==> src/hw/ucs_pkg.sv <==
// package: constants and types shared by both ends of the control endpoint link
package ucs_pkg;
  // token and handshake codes carried on the link
  typedef enum logic [2:0] {
    UCS_TOK_NONE,
    UCS_TOK_SETUP,
    UCS_TOK_IN,
    UCS_TOK_OUT
  } ucs_tok_t;
  typedef enum logic [1:0] {
    UCS_HS_NONE,
    UCS_HS_ACK,
    UCS_HS_NAK,
    UCS_HS_DATA
  } ucs_hs_t;
  // clock rate and the token crc-bit window
  localparam int UCS_CLK_HZ = 10000000;
  localparam int UCS_CRC_BIT_NS = 83;
  localparam int UCS_CRC_BIT_CYC_RAW = (UCS_CRC_BIT_NS * (UCS_CLK_HZ / 1000000)) / 1000;
  localparam int UCS_CRC_BIT_CYC = (UCS_CRC_BIT_CYC_RAW < 1) ? 1 : UCS_CRC_BIT_CYC_RAW;
  // reset values
  localparam logic UCS_FLAG_RST = 1'b0;
  localparam logic UCS_GATE_RST = 1'b0;
  localparam logic [1:0] UCS_PWR_RST = 2'h0;
  // data byte count width
  localparam int UCS_LEN_W = 4;
endpackage

==> src/hw/ucs_link_if.sv <==
// interface: token, handshake and data link between host and device ends
`timescale 1ns/1ns
interface ucs_link_if;
  import ucs_pkg::*;
  ucs_tok_t tok; // token from host, one-cycle pulse
  logic tok_crc2; // host is in the second crc bit of the token
  ucs_hs_t hs; // device answer, one cycle per token, held at data through a stream
  logic [7:0] data; // data byte with hs data
  logic vbus; // bus power present
  modport host (output tok, output tok_crc2, output vbus, input hs, input data);
  modport dev (input tok, input tok_crc2, input vbus, output hs, output data);
endinterface

==> src/hw/ucs_dev.sv <==
// device end: control endpoint 0 setup handling, enable and power control
// Summary of operation
// - setup token sets flag and raises interrupt
// - in tokens naked while flag set
// - software clears flag after preparing data
// - flag clear in crc window is harmless
// - enable clear resets module, leaves transmit
// - gates clear blocks flag-clear event
// - use gate sequence only when needed
// - status bit reports valid bus power
// - power control all-zero clears detect failure
`timescale 1ns/1ns
module ucs_dev
  import ucs_pkg::*;
#(
  parameter int LEN_W = ucs_pkg::UCS_LEN_W
) (
  // clock and reset
  input wire logic sys_clk_in,
  input wire logic rst_b_in,
  // link
  ucs_link_if.dev link,
  // software controls
  input wire logic module_enable_bit_in,
  input wire logic in_ep0_gate_in,
  input wire logic out_ep0_gate_in,
  input wire logic flag_clear_in,
  input wire logic [LEN_W-1:0] in_len_in,
  input wire logic [1:0] power_control_in,
  // software status
  output logic setup_received_flag_out,
  output logic usb_irq_out,
  output logic vbus_valid_status_out,
  output logic transmitting_out
);
  import ucs_pkg::*;

  // endpoint 0 state
  logic flag_q; // setup received, waits for software
  logic irq_q; // interrupt level toward software
  logic tx_q; // data stream in progress
  logic [LEN_W-1:0] tx_cnt_q; // bytes left to send
  logic [7:0] next_byte_q; // value of the next streamed byte
  logic [7:0] data_q; // data byte on the link
  ucs_hs_t hs_q; // handshake on the link

  // bus power state
  logic vbus_q; // bus power reported valid
  logic det_fail_q; // failed detect state, only ever cleared

  // decoded link and control terms
  logic tok_setup; // setup token this cycle
  logic tok_in; // in token this cycle
  logic tok_out; // out token this cycle
  logic gates_on; // both endpoint gates set
  logic engine_idle; // disabled or gated: no handshakes
  logic clr_ok; // flag clear that takes effect
  logic start_tx; // in token that opens a data stream
  logic zero_len; // no data prepared for the in stage
  logic pwr_zero; // power control all zero

  // token decode; one token at most per cycle
  assign tok_setup = (link.tok == UCS_TOK_SETUP);
  assign tok_in = (link.tok == UCS_TOK_IN);
  assign tok_out = (link.tok == UCS_TOK_OUT);

  // both configurations must be active for the endpoint to answer
  assign gates_on = in_ep0_gate_in & out_ep0_gate_in;
  assign engine_idle = !module_enable_bit_in | !gates_on;

  // clear only counts while gated on; a clear in the crc window of an
  // in token is still safe, since a stream only opens on a whole in token
  // sampled with the flag already low, and its length is bounded
  assign clr_ok = flag_clear_in & gates_on;

  // a stream needs the flag low, data prepared and no stream running
  assign zero_len = (in_len_in == '0);
  assign start_tx = tok_in & !flag_q & !zero_len & !tx_q;

  // all-zero power control is the recovery write
  assign pwr_zero = (power_control_in == UCS_PWR_RST);

  // setup flag: set wins over a clear in the same cycle
  always_ff @(posedge sys_clk_in or negedge rst_b_in) begin
    if (!rst_b_in) begin
      // power-on idle
      flag_q <= UCS_FLAG_RST;
    end else if (!module_enable_bit_in) begin
      // module reset through the enable bit
      flag_q <= UCS_FLAG_RST;
    end else if (tok_setup) begin
      // every setup raises the flag, even while gated
      flag_q <= 1'b1;
    end else if (clr_ok) begin
      // software has prepared the in data
      flag_q <= 1'b0;
    end
  end

  // interrupt rises with the flag and follows it
  always_ff @(posedge sys_clk_in or negedge rst_b_in) begin
    if (!rst_b_in) begin
      // power-on idle
      irq_q <= 1'b0;
    end else begin
      // held low while the module is off
      irq_q <= module_enable_bit_in & (flag_q | tok_setup);
    end
  end

  // stream length: a bounded count, so no clear timing can make it endless
  always_ff @(posedge sys_clk_in or negedge rst_b_in) begin
    if (!rst_b_in) begin
      // power-on idle
      tx_q <= 1'b0;
      tx_cnt_q <= '0;
    end else if (engine_idle || tok_setup) begin
      // disabled, gated or a new setup: leave any stream
      tx_q <= 1'b0;
      tx_cnt_q <= '0;
    end else if (tx_q) begin
      // one byte per cycle, stop after the last
      tx_q <= (tx_cnt_q > LEN_W'(1));
      tx_cnt_q <= tx_cnt_q - LEN_W'(1);
    end else if (start_tx) begin
      // load the prepared length
      tx_q <= 1'b1;
      tx_cnt_q <= in_len_in;
    end
  end

  // streamed bytes count up from zero
  always_ff @(posedge sys_clk_in or negedge rst_b_in) begin
    if (!rst_b_in) begin
      // power-on idle
      data_q <= 8'h00;
      next_byte_q <= 8'h00;
    end else if (engine_idle || tok_setup || start_tx) begin
      // idle or a fresh stream: restart the byte count
      data_q <= 8'h00;
      next_byte_q <= 8'h00;
    end else if (tx_q) begin
      // put out the next byte
      data_q <= next_byte_q;
      next_byte_q <= next_byte_q + 8'h01;
    end
  end

  // handshake answer, one cycle after the token
  always_ff @(posedge sys_clk_in or negedge rst_b_in) begin
    if (!rst_b_in) begin
      // power-on idle
      hs_q <= UCS_HS_NONE;
    end else if (engine_idle) begin
      // disabled or gated: no answer at all
      hs_q <= UCS_HS_NONE;
    end else if (tok_setup) begin
      // setup is always taken, even over a stream
      hs_q <= UCS_HS_ACK;
    end else if (tx_q) begin
      // stream in progress, other tokens ignored
      hs_q <= UCS_HS_DATA;
    end else if (tok_in && flag_q) begin
      // setup still pending: hold the host off
      hs_q <= UCS_HS_NAK;
    end else if (tok_in && zero_len) begin
      // no data prepared: zero-length data stage
      hs_q <= UCS_HS_DATA;
    end else if (tok_out) begin
      // status or data out stage
      hs_q <= UCS_HS_ACK;
    end else begin
      // no token, or an in that opens a stream next cycle
      hs_q <= UCS_HS_NONE;
    end
  end

  // failed detect state: only ever cleared, by the all-zero power
  // control write, never set from inside
  always_ff @(posedge sys_clk_in or negedge rst_b_in) begin
    if (!rst_b_in) begin
      // power-on idle
      det_fail_q <= 1'b0;
    end else if (pwr_zero) begin
      // recovery write clears a failed detect
      det_fail_q <= 1'b0;
    end
  end

  // valid bus power, masked while regulators are off or detect failed
  always_ff @(posedge sys_clk_in or negedge rst_b_in) begin
    if (!rst_b_in) begin
      // power-on idle
      vbus_q <= 1'b0;
    end else begin
      vbus_q <= link.vbus & !pwr_zero & !det_fail_q;
    end
  end

  // link drive
  assign link.hs = hs_q;
  assign link.data = data_q;

  // status outputs, each straight from its flip-flop
  assign setup_received_flag_out = flag_q;
  assign usb_irq_out = irq_q;
  assign vbus_valid_status_out = vbus_q;
  assign transmitting_out = tx_q;
endmodule

==> src/flat_wrapper.sv <==
// flat-port wrapper written by rule: the top's interface ports become plain ports
module ucs_dev_flat import ucs_pkg::*;
#(
  parameter int LEN_W = ucs_pkg::UCS_LEN_W
)
  (sys_clk_in, rst_b_in, module_enable_bit_in, in_ep0_gate_in, out_ep0_gate_in, flag_clear_in, in_len_in, power_control_in, setup_received_flag_out, usb_irq_out, vbus_valid_status_out, transmitting_out, link_tok, link_tok_crc2, link_vbus, link_hs, link_data);
  ucs_link_if link_i ();
  input wire logic sys_clk_in;
  input wire logic rst_b_in;
  input wire logic module_enable_bit_in;
  input wire logic in_ep0_gate_in;
  input wire logic out_ep0_gate_in;
  input wire logic flag_clear_in;
  input wire logic [LEN_W-1:0] in_len_in;
  input wire logic [1:0] power_control_in;
  output logic setup_received_flag_out;
  output logic usb_irq_out;
  output logic vbus_valid_status_out;
  output logic transmitting_out;
  input wire logic [$bits(link_i.tok)-1:0] link_tok;
  input wire logic [$bits(link_i.tok_crc2)-1:0] link_tok_crc2;
  input wire logic [$bits(link_i.vbus)-1:0] link_vbus;
  output wire logic [$bits(link_i.hs)-1:0] link_hs;
  output wire logic [$bits(link_i.data)-1:0] link_data;
  assign link_i.tok = link_tok;
  assign link_i.tok_crc2 = link_tok_crc2;
  assign link_i.vbus = link_vbus;
  assign link_hs = link_i.hs;
  assign link_data = link_i.data;
  ucs_dev #(.LEN_W(LEN_W)) u_core (.sys_clk_in(sys_clk_in), .rst_b_in(rst_b_in), .link(link_i), .module_enable_bit_in(module_enable_bit_in), .in_ep0_gate_in(in_ep0_gate_in), .out_ep0_gate_in(out_ep0_gate_in), .flag_clear_in(flag_clear_in), .in_len_in(in_len_in), .power_control_in(power_control_in), .setup_received_flag_out(setup_received_flag_out), .usb_irq_out(usb_irq_out), .vbus_valid_status_out(vbus_valid_status_out), .transmitting_out(transmitting_out));
endmodule
==> config.mk <==
export PLATFORM = sky130hd
export DESIGN_NAME = ucs_dev_flat
export DESIGN_NICKNAME = d
export VERILOG_FILES = /design/src/hw/ucs_pkg.sv /design/src/hw/ucs_link_if.sv /design/src/hw/ucs_dev.sv /design/src/flat_wrapper.sv
export SDC_FILE = /design/constraint.sdc
export NUM_CORES = 1
export LEC_CHECK = 0
export ABC_CLOCK_PERIOD_IN_PS = 4560
export CORE_UTILIZATION = 30
export CTS_BUF_LIST = sky130_fd_sc_hd__clkbuf_8
export DETAILED_ROUTE_END_ITERATION = 7
export DONT_BUFFER_PORTS = 1
export PLACE_DENSITY_LB_ADDON = 0.3
export SLEW_MARGIN = 40
export SYNTH_ARGS = -nofsm -noshare
export SYNTH_HDL_FRONTEND = slang
export SYNTH_SLANG_ARGS = --single-unit
==> constraint.sdc <==
create_clock -name sys_clk_in -period 4.56 [get_ports sys_clk_in]
set_input_delay 0.912 -clock sys_clk_in [delete_from_list [all_inputs] [get_ports sys_clk_in]]
set_output_delay 0.912 -clock sys_clk_in [all_outputs]
set_load 0.03 [all_outputs]
# After elaboration in Yosys (flattened, before gate mapping)

Index checks and enable logic that the tools add are counted.

Bits in registers: 26
Bits of input ports: 17
Output and inout port bits: 14
Word-level logic and storage cells: 57

$add $sub $neg: 2
Magnitude comparators: 1
Equality and inequality tests: 4
Multiplexer cells: 19
Bitwise gates (word level): 9
Reduce and logical (&&, ||, !) cells: 14

Operator list:

| kind                                                                            | count |
|---|---|
| 8-bit 2-to-1 mux                                                                | 4 |
| 4-bit 2-to-1 mux                                                                | 3 |
| 2-bit 2-to-1 mux                                                                | 5 |
| 8-bit by 1-bit adder with 8-bit output, second input constant                   | 1 |
| 1-bit bitwise AND                                                               | 7 |
| 1-bit 2-to-1 mux                                                                | 7 |
| 3-bit by 2-bit == test with 1-bit output, second input constant                 | 2 |
| 1-bit zero test                                                                 | 6 |
| 4-bit by 1-bit greater-than comparator with 1-bit output, second input constant | 1 |
| 4-bit zero test                                                                 | 1 |
| 4-bit by 1-bit subtractor with 4-bit output, second input constant              | 1 |
| 3-bit by 1-bit == test with 1-bit output, second input constant                 | 1 |
| 3-bit by 1-bit != test with 1-bit output, second input constant                 | 1 |
| 3-bit nonzero test                                                              | 1 |
| 1-bit logical AND                                                               | 2 |
| 2-bit zero test                                                                 | 1 |
| 1-bit logical OR                                                                | 2 |
| 1-bit OR                                                                        | 2 |
| 2-bit nonzero test                                                              | 1 |

# Longest topological paths before layout

Word-level depth: 7
Mapped depth: 5
Mapped depth without buffers: 5

# Worst setup path before layout

Ideal clock, no wire load.

Path type: input to register
Start point: input link_tok[2]
End point: register u_core.tx_cnt_q[2]
Library setup time: 137 ps
Data arrival time: 1,973 ps
Data required time: 4,423 ps
Slack: 2,449 ps
Stages: 4
Path buffers: 1
Cell sequence: or4b_1 buf_2 o311ai_4 o22ai_2

Longest elaborated chain between the ends: 5
Elaborated cells between the ends (all ways): 8
Classes of those cells: eq/ne (2); mux (1); bitwise (3); reduce/logical (2)

Ends and longest elaborated chain:

| what                                     | line               | source |
|---|---|---|
| from (decl)                              | flat_wrapper.sv:20 | `input wire logic [$bits(link_i.tok)-1:0] link_tok;` |
| 3-bit by 2-bit == test with 1-bit output | ucs_dev.sv:64      | `assign tok_in = (link.tok == UCS_TOK_IN);` |
| 1-bit bitwise AND (3 in series)          | ucs_dev.sv:78      | `assign start_tx = tok_in & !flag_q & !zero_len & !tx_q;` |
| 3-bit nonzero test (no line)             | n/a                |  |
| to (signal assigned)                     | ucs_dev.sv:124     | `tx_cnt_q <= tx_cnt_q - LEN_W'(1);` |
| to (signal assigned)                     | ucs_dev.sv:128     | `tx_cnt_q <= in_len_in;` |
| to (decl)                                | ucs_dev.sv:42      | `logic [LEN_W-1:0] tx_cnt_q;` |

Several ways; a longest one is shown, not always the timed one.
A chain may end at the register's enable or synchronous reset.

# Final worst setup path

Ends and elaborated chain as after synthesis.

==> flow_summary.ini <==
[clock_tree]
cts_buffers = 3
cts_sinks = 26
clk_pin_slew_worst_paths_ns = 0.09
cts_root_buffer = clkbuf_8
cts_tree = done
post_cts_buffers = 0
cts_resized = 0
cts_max_level = 1
postCtsHoldBufs = 0
clk_latency_ns = 0.27
clock_path_buffers = 2

[drt]
drt_iter0_drc = 85
vias = 1056
drt_wl_total_um = 2862
viasPerCell = 5.867
detail_route.wl_per_cell_um = 15.90
dr.pass1.iters = 4
drtAntennaViolNets = 0
drc = 0

[logic_synthesis]
yosys_warnings = 0
syn_area_per_cell_um2 = 10.06
synth_adder_area_share_pct = 2.828
yosys.cell_types.count = 34
synth_top_family_by_area = compound AO/OA/AOI/OAI gates
async_reset_ff_share_pct = 100.0
synth_compound_area_share_pct = 23.94
synth_mux_area_share_pct = 0
syn-num-nets = 152
netlist_instances = 132
synth_area_um2 = 1328
ys_ff_latch = 26
synth_xor_area_share_pct = 1.979
ys_seq_area_share_pct = 49.01
synth_flop_cell = dfrtp_1
synthSimpleGateAreaFrac_pct = 18.76
synth_edf_count = 0

[grt]
overflow = 0
track_usage_pct = 13.28
antenna_found_initial = 0
grt_pass1_vias = 993
grt_pass1_wl_um = 4650
grt_max_degree = 27

[setup_path]
critPathMaxFanout = 16
setup.worst_path.start_class = primary input
cp.required_ns = 4.69
arrival_ns = 2.37
cp-end-kind = flop
critical_path_class = primary input to flop

[place]
dp_hpwl_um = 1950
gp_congestion = 0.7396
place_ws_ns = 2.050
io_buffers = 0

[pwr]
power_switching_uw = 86.56
combinationalPowerShare_pct = 3.7
internal_power_uw = 356.4
p_per_area_nw_per_um2 = 307.0
irDropWorstVdd_mv = 0.1009
p_seq_share_pct = 53.8
leakagePower_nw = 0.5190
p_sw_share_pct = 19.54
pwr-share-clk_pct = 42.5

[die]
die_w_um = 68.52
die_area_um2 = 4695
start_util_pct = 32.26
die_h_um = 68.52
fp-row-count = 23
core-area_um2 = 4115
io_pins = 31

[layout]
fin_nets = 151
layout-drive-gt1-share_pct = 7.692
syn_to_final_growth_pct = 8.671
regArea_um2 = 651.9
diodes = 0
multiInputGateArea_um2 = 630.6
fillCellCount = 411

[timing]
drv_slew = 0
holdWs_ns = 0.3262
rsz0062_at_grt = no
finalHoldViolCount = 0
fin_crit_sh_pct = 49.11
worst_pin_slew_ns = 0.6498
setup_tns_ns = 0
fin_worst_skew_ns = 0.004942
slew_headroom_pct = 56.68
final-setup-viol-count = 0
finalCriticalPeriod_ns = 2.240
worst_slack_ns = 2.320
clock.fmax_mhz = 446.5

[outcome]
status = completed

[job]
max_cap_violations = 0

[hold_path]
min_path_type = primary input to async pin
[worst max-delay path, stage by stage]
cell and delay, ns:
or4b_1 0.84, o311ai_4 0.51, o22ai_2 0.10
[per-stage QoR]
stage / std cells / util (%) / area, um^2 / power [mW]
finish: 180 / 35.06 / 1443 / 0.4429
global route: 180 / 35.06 / 1443 / 0.4594
CTS: 180 / 35.06 / 1443 / 0.4481
detailed placement: 176 / 33.32 / 1371 / 0.2592
global placement: 175 / 33.02 / 1359 / 0.2586
floorplan: 132 / - / 1328 / 0.2560
[synth_stat cells (all sizes together) (4+ instances only)]
library cell | n | area [um^2]
a21oi | 17 | 85.08
buf | 4 | 20.02
dfrtp | 26 | 650.6
inv | 4 | 15.01
nand2 | 13 | 48.80
nand4 | 4 | 25.02
nor2 | 5 | 18.77
o211ai | 11 | 82.58
o21ai | 6 | 30.03
[registers in the layout (all words and copies together) (netlist names)]
name and cells:
u_core.usb_irq_out 1, u_core.vbus_valid_status_out 1, u_core.tx_cnt_q 4, u_core.link.hs 2, u_core.link.data 8, u_core.next_byte_q 8
u_core.transmitting_out 1, u_core.setup_received_flag_out 1
[routing by layer]
metal,track usage (%),up-vias,wire [um]
met5,0,-,0
met4,5.208,0,30
li1,-,491,-
met1,17.49,527,1291
met2,21.94,36,1372
met3,1.645,2,167
[cell usage in the layout, fill, tap and decap left out, types with 2 or more instances in the layout]
master and n:
dfrtp_1 25, a21oi_1 17, nand2_1 13, o211ai_1 11, o21ai_0 6, nor2_1 5
inv_1 4, nand4_1 4, or3_1 3, nand3_1 3, xor2_1 3, a211oi_1 3
ha_1 3, clkbuf_8 3, o31a_1 2, nor3b_1 2, o21a_1 2, nor4_1 2
nor3_1 2
[logic make-up after synthesis]
family | Yosys count
xor+xnor | 3
buf+inv | 11
compound gates | 46
simple gates | 43
flops | 26
fa+ha+maj | 3
[power groups by stage]
stage | registers [mW] | clock network (mW) | logic (mW)
after floorplan | 0.242 | 0 | 0.0142
after global placement | 0.243 | 0 | 0.0157
after detailed placement | 0.243 | 0 | 0.0164
after CTS | 0.238 | 0.193 | 0.0165
after global routing | 0.239 | 0.202 | 0.0181
final | 0.238 | 0.188 | 0.0166
[cell type report]
class | instances | share of cell area [%]
sequential | 26 | 45.19
multi-input combinational | 95 | 43.71
tap | 50 | 4.337
clock buffer | 3 | 2.862
clock inverter | 1 | 2.082
inverter | 4 | 1.041
timing repair buffer | 1 | 0.7806
[path summary, 6_finish.rpt]
kind / start / to / slack [ns] / cells past startpoint
setup / recovery: link_tok[2] / u_core.tx_cnt_q[2] / 2.32 / 3
hold / removal: rst_b_in / u_core.next_byte_q[2] / 0.33 / 0
setup reg to reg: u_core.setup_received_flag_out / u_core.tx_cnt_q[2] / 2.39 / 3
hold reg to reg: u_core.next_byte_q[7] / u_core.link.data[7] / 0.55 / 2
max in group asynchronous: rst_b_in / u_core.transmitting_out / 4.15 / 0
min in group sys_clk_in: u_core.next_byte_q[7] / u_core.link.data[7] / 0.55 / 2
Note: power is estimated with default switching activity, not from simulation.
